[config.mk]
export PLATFORM = sky130hd
export DESIGN_NAME = uden_top
export DESIGN_NICKNAME = d
export VERILOG_FILES = /design/src/inc/uden_pkg.sv /design/src/rtl/uden_top.sv
export SDC_FILE = /design/constraint.sdc
export NUM_CORES = 1
export LEC_CHECK = 0
export ABC_CLOCK_PERIOD_IN_PS = 5500
export BUFFER_PORTS_ARGS = -buffer_cell sky130_fd_sc_hd__buf_2
export CAP_MARGIN = 15
export CORE_MARGIN = 2
export CORE_UTILIZATION = 59
export CTS_CLUSTER_DIAMETER = 200
export CTS_CLUSTER_SIZE = 8
export DETAILED_ROUTE_END_ITERATION = 12
export PLACE_DENSITY = 0.79
export SLEW_MARGIN = 20
export SYNTH_ARGS = -nofsm -noshare
export SYNTH_HDL_FRONTEND = slang
export SYNTH_SLANG_ARGS = --single-unit
[constraint.sdc]
create_clock -name REF_CLK -period 5.5 [get_ports REF_CLK]
set_input_delay 0.825 -clock REF_CLK [delete_from_list [all_inputs] [get_ports REF_CLK]]
set_output_delay 0.825 -clock REF_CLK [all_outputs]
set_load 0.01 [all_outputs]
[src/inc/uden_pkg.sv]
// Constants, register map and carrier types of the UART data and enable block.
// Assumes one 200 MHz clock and an AHB-Lite slave port.
package uden_pkg;
    localparam logic [11:0] ADDR_DATA = 12'h000;
    localparam logic [11:0] ADDR_IEN = 12'h004;
    localparam logic [11:0] ADDR_CFG = 12'h008;
    localparam logic [11:0] ADDR_STAT = 12'h00C;
    localparam logic [31:0] IEN_RESET = 32'h0000_0000;
    localparam logic [31:0] IEN_MASK = 32'h0000_387F;
    localparam logic [31:0] CFG_MASK = 32'h000F_00F0;
    localparam int IEN_RDA = 0;
    localparam int IEN_THRE = 1;
    localparam int IEN_RLS = 2;
    localparam int IEN_MODEM = 3;
    localparam int IEN_RTO = 4;
    localparam int IEN_BUF = 5;
    localparam int IEN_WAKE = 6;
    localparam int IEN_TOUT = 11;
    localparam int IEN_ARTS = 12;
    localparam int IEN_ACTS = 13;
    localparam int CFG_RXLEV_LO = 4;
    localparam int CFG_RTSLEV_LO = 16;
    localparam int FIFO_DEPTH = 16;
    localparam logic [4:0] FIFO_FULL = 5'h10;
    localparam int BAUD_DIV = 1736;
    localparam int RTO_CHARS = 4;
    localparam int BIT_CNT_TOP = 9;
    typedef enum logic [1:0] {UDEN_IDLE, UDEN_START, UDEN_DATA, UDEN_STOP} uden_state_t;
    typedef struct packed {
        logic buf_err;
        logic rx_timeout;
        logic modem;
        logic line_status;
        logic tx_empty;
        logic rx_available;
    } uden_flags_t;
    function automatic logic [4:0] uden_level(input logic [3:0] code);
        case (code)
            4'h0: uden_level = 5'h01;
            4'h1: uden_level = 5'h04;
            4'h2: uden_level = 5'h08;
            4'h3: uden_level = 5'h0E;
            default: uden_level = 5'h01;
        endcase
    endfunction : uden_level
endpackage : uden_pkg

[src/rtl/uden_top.sv]
// UART data ports, interrupt enables, flow control and a small serial core.
// Assumes AHB-Lite master, asynchronous RXD/CTS pins, CTS and RTS active low.
`timescale 1ns/1ps
module uden_top
    import uden_pkg::*;
(
    input wire logic REF_CLK,
    input wire logic NRST,
    input wire logic HSEL,
    input wire logic [31:0] HADDR,
    input wire logic [1:0] HTRANS,
    input wire logic HWRITE,
    input wire logic [2:0] HSIZE,
    input wire logic [31:0] HWDATA,
    input wire logic HREADY,
    output logic [31:0] HRDATA,
    output logic HREADYOUT,
    output logic HRESP,
    input wire logic RXD,
    output logic TXD,
    input wire logic CTS_N,
    output logic RTS_N,
    input wire logic POWER_DOWN,
    output logic WAKE_REQ,
    output logic IRQ
);
    logic rst_a, rst_b;
    always_ff @(posedge REF_CLK or negedge NRST) begin
        if (!NRST) begin
            rst_a <= 1'b0;
            rst_b <= 1'b0;
        end else begin
            rst_a <= 1'b1;
            rst_b <= rst_a;
        end
    end
    wire rst_n = rst_b;

    // Pin synchronisers; first stage feeds only the second
    logic [2:0] sy1, sy2;
    always_ff @(posedge REF_CLK or negedge rst_n) begin
        if (!rst_n) begin
            sy1 <= 3'b111;
            sy2 <= 3'b111;
        end else begin
            sy1 <= {POWER_DOWN, CTS_N, RXD};
            sy2 <= sy1;
        end
    end
    wire rx_s = sy2[0];
    wire cts_n_s = sy2[1];
    wire pd_s = sy2[2];

    // Bus address phase capture
    logic dp_wr, dp_rd;
    logic [11:0] dp_addr;
    wire ap = HSEL && HREADY && HTRANS[1];
    always_ff @(posedge REF_CLK or negedge rst_n) begin
        if (!rst_n) begin
            dp_wr <= 1'b0;
            dp_rd <= 1'b0;
            dp_addr <= ADDR_DATA;
        end else begin
            dp_wr <= ap && HWRITE;
            dp_rd <= ap && !HWRITE;
            dp_addr <= HADDR[11:0];
        end
    end
    logic [31:0] ien, cfg;
    logic [5:0] stat;
    wire wr_ien = dp_wr && dp_addr == ADDR_IEN;
    wire wr_cfg = dp_wr && dp_addr == ADDR_CFG;
    wire wr_stat = dp_wr && dp_addr == ADDR_STAT;
    wire wr_tx = dp_wr && dp_addr == ADDR_DATA;
    wire rd_rx_ap = ap && !HWRITE && HADDR[11:0] == ADDR_DATA;

    always_ff @(posedge REF_CLK or negedge rst_n) begin
        if (!rst_n)
            ien <= IEN_RESET;
        else if (wr_ien)
            ien <= HWDATA & IEN_MASK;
    end
    always_ff @(posedge REF_CLK or negedge rst_n) begin
        if (!rst_n)
            cfg <= IEN_RESET;
        else if (wr_cfg)
            cfg <= HWDATA & CFG_MASK;
    end
    wire [4:0] rx_lev = uden_level(cfg[CFG_RXLEV_LO +: 4]);
    wire [4:0] rts_lev = uden_level(cfg[CFG_RTSLEV_LO +: 4]);

    // Baud tick
    logic [10:0] bdiv;
    logic tick;
    always_ff @(posedge REF_CLK or negedge rst_n) begin
        if (!rst_n) begin
            bdiv <= 11'h000;
            tick <= 1'b0;
        end else begin
            tick <= bdiv == 11'(BAUD_DIV - 1);
            bdiv <= (bdiv == 11'(BAUD_DIV - 1)) ? 11'h000 : bdiv + 11'h001;
        end
    end

    // Transmit holding byte, one deep
    logic [7:0] tx_data_byte;
    logic thr_full;
    uden_state_t tx_st;
    logic [3:0] tx_cnt;
    logic [7:0] tx_sh;
    wire tx_go = thr_full && tick && tx_st == UDEN_IDLE && !(ien[IEN_ACTS] && cts_n_s);
    always_ff @(posedge REF_CLK or negedge rst_n) begin
        if (!rst_n) begin
            tx_data_byte <= 8'h00;
            thr_full <= 1'b0;
        end else if (wr_tx) begin
            tx_data_byte <= HWDATA[7:0];
            thr_full <= 1'b1;
        end else if (tx_go)
            thr_full <= 1'b0;
    end
    always_ff @(posedge REF_CLK or negedge rst_n) begin
        if (!rst_n) begin
            tx_st <= UDEN_IDLE;
            tx_cnt <= 4'h0;
            tx_sh <= 8'h00;
            TXD <= 1'b1;
        end else if (tick) begin
            case (tx_st)
                UDEN_IDLE: begin
                    TXD <= 1'b1;
                    if (tx_go) begin
                        tx_sh <= tx_data_byte;
                        TXD <= 1'b0;
                        tx_cnt <= 4'h0;
                        tx_st <= UDEN_DATA;
                    end
                end
                UDEN_DATA: begin
                    TXD <= tx_sh[0];
                    tx_sh <= {1'b0, tx_sh[7:1]};
                    tx_cnt <= tx_cnt + 4'h1;
                    if (tx_cnt == 4'h7)
                        tx_st <= UDEN_STOP;
                end
                UDEN_STOP: begin
                    TXD <= 1'b1;
                    tx_st <= UDEN_IDLE;
                end
                default: tx_st <= UDEN_IDLE;
            endcase
        end
    end

    // Receiver samples mid-bit using a half-period offset counter
    uden_state_t rx_st;
    logic [10:0] rx_div;
    logic [3:0] rx_cnt;
    logic [7:0] rx_sh;
    logic rx_done, rx_ferr;
    wire rx_mid = rx_div == 11'(BAUD_DIV - 1);
    always_ff @(posedge REF_CLK or negedge rst_n) begin
        if (!rst_n) begin
            rx_st <= UDEN_IDLE;
            rx_div <= 11'h000;
            rx_cnt <= 4'h0;
            rx_sh <= 8'h00;
            rx_done <= 1'b0;
            rx_ferr <= 1'b0;
        end else begin
            rx_done <= 1'b0;
            rx_ferr <= 1'b0;
            rx_div <= rx_mid ? 11'h000 : rx_div + 11'h001;
            case (rx_st)
                UDEN_IDLE: if (!rx_s) begin
                    rx_div <= 11'(BAUD_DIV / 2);
                    rx_st <= UDEN_START;
                end
                UDEN_START: if (rx_mid) begin
                    rx_cnt <= 4'h0;
                    rx_st <= rx_s ? UDEN_IDLE : UDEN_DATA;
                end
                UDEN_DATA: if (rx_mid) begin
                    rx_sh <= {rx_s, rx_sh[7:1]};
                    rx_cnt <= rx_cnt + 4'h1;
                    if (rx_cnt == 4'h7)
                        rx_st <= UDEN_STOP;
                end
                UDEN_STOP: if (rx_mid) begin
                    rx_done <= rx_s;
                    rx_ferr <= !rx_s;
                    rx_st <= UDEN_IDLE;
                end
                default: rx_st <= UDEN_IDLE;
            endcase
        end
    end

    // Receive FIFO in flip-flops
    logic [7:0] rx_mem [FIFO_DEPTH];
    logic [3:0] rx_wp, rx_rp;
    logic [4:0] rx_count;
    wire rx_full = rx_count == FIFO_FULL;
    wire rx_push = rx_done && !rx_full;
    wire rx_pop = rd_rx_ap && rx_count != 5'h00;
    always_ff @(posedge REF_CLK) begin
        if (rx_push)
            rx_mem[rx_wp] <= rx_sh;
    end
    always_ff @(posedge REF_CLK or negedge rst_n) begin
        if (!rst_n) begin
            rx_wp <= 4'h0;
            rx_rp <= 4'h0;
            rx_count <= 5'h00;
        end else begin
            if (rx_push)
                rx_wp <= rx_wp + 4'h1;
            if (rx_pop)
                rx_rp <= rx_rp + 4'h1;
            rx_count <= rx_count + 5'(rx_push) - 5'(rx_pop);
        end
    end

    always_ff @(posedge REF_CLK or negedge rst_n) begin
        if (!rst_n)
            RTS_N <= 1'b1;
        else
            RTS_N <= ien[IEN_ARTS] ? (rx_count >= rts_lev) : 1'b0;
    end

    logic [15:0] rto_cnt;
    logic rto_hit;
    always_ff @(posedge REF_CLK or negedge rst_n) begin
        if (!rst_n) begin
            rto_cnt <= 16'h0000;
            rto_hit <= 1'b0;
        end else begin
            rto_hit <= 1'b0;
            if (!ien[IEN_TOUT] || rx_push || rx_pop || rx_count == 5'h00)
                rto_cnt <= 16'h0000;
            else if (tick && rto_cnt != 16'(RTO_CHARS * 10)) begin
                rto_cnt <= rto_cnt + 16'h0001;
                rto_hit <= rto_cnt == 16'(RTO_CHARS * 10 - 1);
            end
        end
    end

    logic cts_d;
    always_ff @(posedge REF_CLK or negedge rst_n) begin
        if (!rst_n) begin
            cts_d <= 1'b1;
            WAKE_REQ <= 1'b0;
        end else begin
            cts_d <= cts_n_s;
            WAKE_REQ <= ien[IEN_WAKE] && pd_s && (cts_d != cts_n_s);
        end
    end

    // Sticky status, write one to clear, set wins
    uden_flags_t ev;
    always_comb begin
        ev.buf_err = rx_done && rx_full;
        ev.rx_timeout = rto_hit;
        ev.modem = cts_d != cts_n_s;
        ev.line_status = rx_ferr;
        ev.tx_empty = wr_tx ? 1'b0 : !thr_full;
        ev.rx_available = rx_push && (rx_count + 5'h01 == rx_lev);
    end
    always_ff @(posedge REF_CLK or negedge rst_n) begin
        if (!rst_n)
            stat <= 6'h00;
        else
            stat <= (stat & ~(wr_stat ? HWDATA[5:0] : 6'h00)) | ev;
    end

    wire [5:0] gated = stat & ien[IEN_BUF:IEN_RDA];
    always_ff @(posedge REF_CLK or negedge rst_n) begin
        if (!rst_n)
            IRQ <= 1'b0;
        else
            // Masks the next sticky value, so the level follows the flags with no extra lag
            IRQ <= |(((stat & ~(wr_stat ? HWDATA[5:0] : 6'h00)) | ev) & ien[IEN_BUF:IEN_RDA]);
    end

    // Read data, registered: one-cycle zero-wait answer
    always_ff @(posedge REF_CLK or negedge rst_n) begin
        if (!rst_n)
            HRDATA <= 32'h0000_0000;
        else if (ap && !HWRITE) begin
            case (HADDR[11:0])
                ADDR_DATA: HRDATA <= {24'h00_0000, rx_mem[rx_rp]};
                ADDR_IEN: HRDATA <= ien;
                ADDR_CFG: HRDATA <= cfg;
                ADDR_STAT: HRDATA <= {11'h000, rx_count, 10'h000, stat};
                default: HRDATA <= 32'h0000_0000;
            endcase
        end
    end
    always_ff @(posedge REF_CLK or negedge rst_n) begin
        if (!rst_n) begin
            HREADYOUT <= 1'b1;
            HRESP <= 1'b0;
        end else begin
            HREADYOUT <= 1'b1;
            HRESP <= 1'b0;
        end
    end

    property p_ien_reset;
        @(posedge REF_CLK) $rose(rst_n) |-> ien == IEN_RESET;
    endproperty
    a_ien_reset: assert property (p_ien_reset)
        else $error("enable register not zero after reset");
    property p_thre;
        @(posedge REF_CLK) disable iff (!rst_n) (ien[IEN_THRE] && ev.tx_empty) |=> IRQ;
    endproperty
    a_thre: assert property (p_thre) else $error("tx empty irq not raised");
    property p_cts_block;
        @(posedge REF_CLK) disable iff (!rst_n)
            (tx_st == UDEN_IDLE && ien[IEN_ACTS] && cts_n_s) |=> tx_st == UDEN_IDLE;
    endproperty
    a_cts_block: assert property (p_cts_block) else $error("tx started with CTS high");
    property p_rts;
        @(posedge REF_CLK) disable iff (!rst_n)
            (ien[IEN_ARTS] && rx_count >= rts_lev) |=> RTS_N;
    endproperty
    a_rts: assert property (p_rts) else $error("RTS not dropped at level");
    property p_tout;
        @(posedge REF_CLK) disable iff (!rst_n) !ien[IEN_TOUT] |=> rto_cnt == 16'h0000;
    endproperty
    a_tout: assert property (p_tout) else $error("time-out counts while disabled");
    property p_wake;
        @(posedge REF_CLK) disable iff (!rst_n) WAKE_REQ |-> $past(ien[IEN_WAKE]) && $past(pd_s);
    endproperty
    a_wake: assert property (p_wake) else $error("wake without enable");
    property p_irq;
        @(posedge REF_CLK) disable iff (!rst_n) IRQ |-> $past(|(stat | ev)) || |gated;
    endproperty
    a_irq: assert property (p_irq) else $error("interrupt with nothing pending");
    property p_mask;
        @(posedge REF_CLK) disable iff (!rst_n) (|gated) |-> IRQ || $past(wr_stat) || $past(wr_ien);
    endproperty
    a_mask: assert property (p_mask) else $error("enabled flag did not raise irq");
    property p_rda;
        @(posedge REF_CLK) disable iff (!rst_n) ev.rx_available |=> stat[0];
    endproperty
    a_rda: assert property (p_rda) else $error("rx available flag lost");
    property p_pop;
        @(posedge REF_CLK) disable iff (!rst_n) (rx_pop && !rx_push) |=> rx_count == $past(rx_count) - 5'h01;
    endproperty
    a_pop: assert property (p_pop) else $error("read did not pop");
    property p_thr;
        @(posedge REF_CLK) disable iff (!rst_n) wr_tx |=> thr_full && tx_data_byte == $past(HWDATA[7:0]);
    endproperty
    a_thr: assert property (p_thr) else $error("tx byte not queued");
    c_tx: cover property (@(posedge REF_CLK) tx_st == UDEN_STOP);
    c_rx: cover property (@(posedge REF_CLK) rx_push);
    c_irq: cover property (@(posedge REF_CLK) $rose(IRQ));
endmodule : uden_top

======== After elaboration in Yosys (flattened, before gate mapping) ========
Memories as Yosys holds them, arrays and structs flattened.
Cells that the tools add are included.
operators by class
  add/sub/neg operators ................... 10
  magnitude comparators ................... 1
  equality and inequality tests ........... 33
  muxes and demuxes ....................... 41
  bitwise gates (word level) .............. 4
  reductions and logical operators ........ 47
operator list
  cell                                             count
  one-hot mux 21 bit (4 select lines)              1
  == test 12 x 4 -> 1 bit (second input constant)  4
  2-to-1 mux 11 bit                                4
  2-to-1 mux 16 bit                                2
  == test 12 x 3 -> 1 bit (second input constant)  2
  logical NOT 12 bit                               2
  one-hot mux 4 bit (3 select lines)               2
  adder 11 x 1 -> 11 bit (second input constant)   2
  == test 11 bit (second input constant)           2
  logical AND 1 bit                                20
  adder 16 x 1 -> 16 bit (second input constant)   1
  adder 4 x 1 -> 4 bit (second input constant)     4
  == test 16 x 6 -> 1 bit (second input constant)  1
  == test 4 x 2 -> 1 bit (second input constant)   4
  2-to-1 mux 2 bit                                 8
  != test 16 x 6 -> 1 bit (second input constant)  1
  one-hot mux 4 bit (2 select lines)               2
  one-hot mux 8 bit (2 select lines)               1
  != test 2 bit (second input constant)            7
  2-to-1 mux 1 bit                                 13
  bitwise AND 6 bit                                2
  2-to-1 mux 4 bit                                 3
  AND reduction 3 bit                              3
  == test 2 bit (second input constant)            4
  27 further kinds                                 41
storage, ports and cells
  flip-flop bits (word level) ............. 174
  memory bits (writable) .................. 128
  input port bits ......................... 77
  logic and storage cells ................. 170
  memories kept ........................... 1
memory list
  name    words  width  read ports  clocked after Yosys merged registers in  wr ports  RTL line         source
  rx_mem  16     8      1           0                                        1         uden_top.sv:200  logic [7:0] rx_mem [FIFO_DEPTH];

======== Longest topological paths before layout ========
  depth in word-level cells ............... 8
  depth in mapped cells ................... 16
  gate-level depth less buffers ........... 15

======== Least setup slack after synthesis ========
Ideal clock, no wire load.
  path kind ............................... input to register
  from .................................... input HADDR[7]
  to ...................................... register rx_count[4]
  library setup time ...................... 125 ps
  arrival time ............................ 3371 ps
  setup slack ............................. 2004 ps
  stages .................................. 13
  buffers on the path ..................... 0
  cells stage by stage .................... or4_1 > nor4_4 > o2111a_1 > ha_1 > inv_1 > ha_1 > inv_1 > fa_1 > inv_1 > a21oi_1 > nor2_1 > nor2_1 > xnor2_1
between the ends
  word-level cells in the longest chain between the ends .. 4
RTL lines
  item                       RTL line         source
  start: declaration         uden_top.sv:10   input wire logic [31:0] HADDR,
  logical NOT 12 bit         uden_top.sv:75   wire rd_rx_ap = ap && !HWRITE && HADDR[11:0] == ADDR_DATA;
  logical AND 1 bit          uden_top.sv:75
  logical AND 1 bit          uden_top.sv:205  wire rx_pop = rd_rx_ap && rx_count != 5'h00;
  named net rx_pop           uden_top.sv:205
  subtractor 5 x 1 -> 5 bit  uden_top.sv:220  rx_count <= rx_count + 5'(rx_push) - 5'(rx_pop);
  end signal: assignment     uden_top.sv:220
  end: declaration           uden_top.sv:202  logic [4:0] rx_count;
The timed path passes the listed nets, and every way through them passes these cells.
A chain may end at the register's enable or synchronous reset.

======== Worst setup path after layout ========
Ends and elaborated chain as after synthesis.

==> impl_metrics.json <==
{
  "grt_pass1_wl_um": 41800,
  "synth.cell_area_mm2": 0.0122,
  "cts_hold_buffers": 0,
  "grt_max_degree": 74,
  "cts_resized": 0,
  "coreArea_mm2": 0.0203,
  "peakVddDrop_uv": 202,
  "power_mw": 4.90,
  "synth_largest_area_cell": "edfxtp_1",
  "cts-buffers-inserted": 41,
  "synthArstFlopShare_pct": 55.2,
  "cts_root_buffer": "clkbuf_16",
  "synth_seq_area_share_pct": 63.8,
  "timing_max_transition_violations_final": 0,
  "h-tree-depth": 2,
  "cts_setup_buffers": 0,
  "final_cell_area_mm2": 0.0140,
  "area_growth_pct": 14.3,
  "reg2reg_depth": 15,
  "vias": 7448,
  "powerDensity_mw_per_mm2": 350,
  "port_buffers": 55,
  "routed_wl_um": 26000,
  "grt_antenna_before_repair": 1,
  "cp.required_ns": 5.92,
  "placed_area_mm2": 0.0128,
  "min_path_type": "in2async",
  "setup_viol": 0,
  "leakagePower_nw": 5.88,
  "path_clk_slew_ns": 0.05,
  "row_count": 52,
  "cp-start-kind": "input pin",
  "path_class": "in2reg",
  "dp_worst_setup_slack_ns": 1.58,
  "antenna_left": 0,
  "post_drt_wl_per_cell_um": 20.8,
  "hold_violations": 0,
  "slew_headroom_pct": 28.1,
  "die_w_um": 148,
  "synthDistinctLibCells": 62,
  "regArea_mm2": 0.00781,
  "fin_crit_sh_pct": 61.7,
  "arrival_ns": 3.81,
  "antenna_cells": 0,
  "drtIter0Drc": 635,
  "syn_avg_cell_area_um2": 14.1,
  "clock.fmax_mhz": 295,
  "rrSetupSlack_ns": 2.44,
  "ios": 115,
  "clk_latency_ns": 0.54,
  "dieArea_mm2": 0.0219,
  "synth_top_area_share_pct": 31.4,
  "ys_ff_latch": 286,
  "die_h_um": 148,
  "yosys-top-cells-area": "edfxtp_1 (31%), dfrtp_1 (30%), mux4_2 (7.4%), mux2_2 (3.4%), ha_1 (2.6%)",
  "r2r-end": "rx_count[4]$_DFF_PN0_",
  "syn_inst": 871,
  "drc": 0,
  "fin_ws_ns": 2.11,
  "synth_edf_count": 128,
  "worstPathMaxFanout": 10,
  "cts_buffer_depth": 3,
  "track_usage_pct": 24.8,
  "fin_cells": 1251,
  "maxCapViolCount": 0,
  "multi_input_area_mm2": 0.00412,
  "fin_nets": 1052,
  "hpwl_um": 15800,
  "whs_ns": 0.0934,
  "end_kind": "register",
  "dp_cells": 1176,
  "utilization_pct": 68.9,
  "grt_pass1_vias": 7643,
  "fin_worst_skew_ns": 0.0347,
  "first_pass_iters": 5,
  "setup_tns_ns": 0,
  "worst_pin_slew_ns": 1.07,
  "yosys_warnings": 0,
  "n_fill_cell": 1320,
  "start_util_pct": 60.3,
  "fin_crit_ns": 3.39,
  "gp_congestion": 0.817,
  "ys.flop_type": "dfrtp_1",
  "worstReg2RegStart": "rx_count[2]$_DFF_PN0_",
  "status": "finished, final reports clean",
  "clock-sinks": 286,
  "viasPerCell": 5.95,
  "drive_gt1_share_pct": 21.6,
  "rsz0062_at_grt": "no",
  "cts_tree": "done",
  "gr-total-overflow": 0
}
==> cell usage in the layout (no fill, tap or decap), drive strengths merged, types with 19 or more instances in the layout <==
cell and n:
dfrtp 149, edfxtp 128, nand2 76, clkbuf 72, nor2 65, buf 65, mux4 40, mux2 37
o21ai 36, inv 36, ha 25, xnor2 24, nand3 23, xor2 21, conb 19
==> worst max path at each step <==
stage,from,endpoint,slack [ns],depth (start not counted)
after global placement,HADDR[7],rx_count[4]$_DFF_PN0_,1.63,14
after global routing,HADDR[7],rx_count[4]$_DFF_PN0_,1.95,14
final,HADDR[7],rx_count[4]$_DFF_PN0_,2.11,14
after CTS,HADDR[7],rx_count[4]$_DFF_PN0_,2.13,14
after floorplan,rst_b$_DFF_PN0_,HRDATA[0]$_DFFE_PN0P_,0.79,0
after detailed placement,HADDR[7],rx_count[4]$_DFF_PN0_,1.58,14
==> state kept, by name (all words and copies together), names as in the netlist, 8 cells and up, named ones only <==
register,cells
ien,10
rx_mem,128
rto_cnt,16
rx_div,11
dp_addr,12
cfg,8
rx_sh,8
tx_sh,8
tx_data_byte,8
HRDATA,16
bdiv,11
==> final cells by class <==
cell class	instances	share of cell area [%]
clock buffers	72	8.24
repair buffers	65	2.50
multi-input cells	520	29.5
flip-flops and latches	286	55.9
inverters	35	0.939
clock inverters	3	0.572
well taps	270	2.41
==> metal layers <==
layer  global-route usage (%)  wire (µm)
met1                     32.7      10600
met2                     41.9      13000
met3                     4.63       1630
met4                     8.43        748
met5                        0          0
==> logic make-up (layout without fill, tap and decap cells) <==
| group | Yosys count | after routing | synth area share [%] |
|---|---|---|---|
| compound gates | 92 | 92 | 4.88 |
| xor+xnor | 46 | 46 | 3.40 |
| fa+ha+maj | 26 | 26 | 2.72 |
| buf+inv | 82 | 175 | 3.14 |
| flops | 286 | 286 | 63.8 |
| mux | 89 | 89 | 11.7 |
| other cells | 2 | 19 | 0.0613 |
| simple gates | 248 | 248 | 10.3 |
==> synth_stat cells (all sizes together), types with 3 or more instances <==
master and number:
a21o 4, a21oi 14, a22o 8, a22oi 6, and2 4, and3 7
and4 4, buf 29, clkbuf 18, dfrtp 149, dfstp 9, edfxtp 128
ha 25, inv 35, mux2 37, mux2i 12, mux4 40, nand2 76
nand2b 6, nand3 23, nand4 14, nor2 65, nor2b 6, nor3 11
nor3b 3, nor4 12, o21ai 36, o221ai 4, o31ai 5, or3 3
or4 5, or4b 3, xnor2 24, xor2 21
==> power by group <==
| part | leakage [nW] | internal [mW] | switching [mW] |
|---|---|---|---|
| Sequential | 3.49 | 2.28 | 0.0729 |
| Clock | 0.580 | 1.43 | 0.923 |
| Combinational | 1.81 | 0.0912 | 0.101 |
| Total | 5.88 | 3.80 | 1.10 |
==> critical path, stage by stage <==
cell	delay [ns]
buf_2	0.10
or4_1	0.59
nor4_4	0.53
o2111a_1	0.45
ha_1	0.28
inv_1	0.05
ha_1	0.15
inv_1	0.05
fa_1	0.40
inv_1	0.07
a21oi_1	0.06
nor2_1	0.09
nor2_1	0.05
xnor2_1	0.11
No activity file was read; power rests on OpenSTA's default activity.
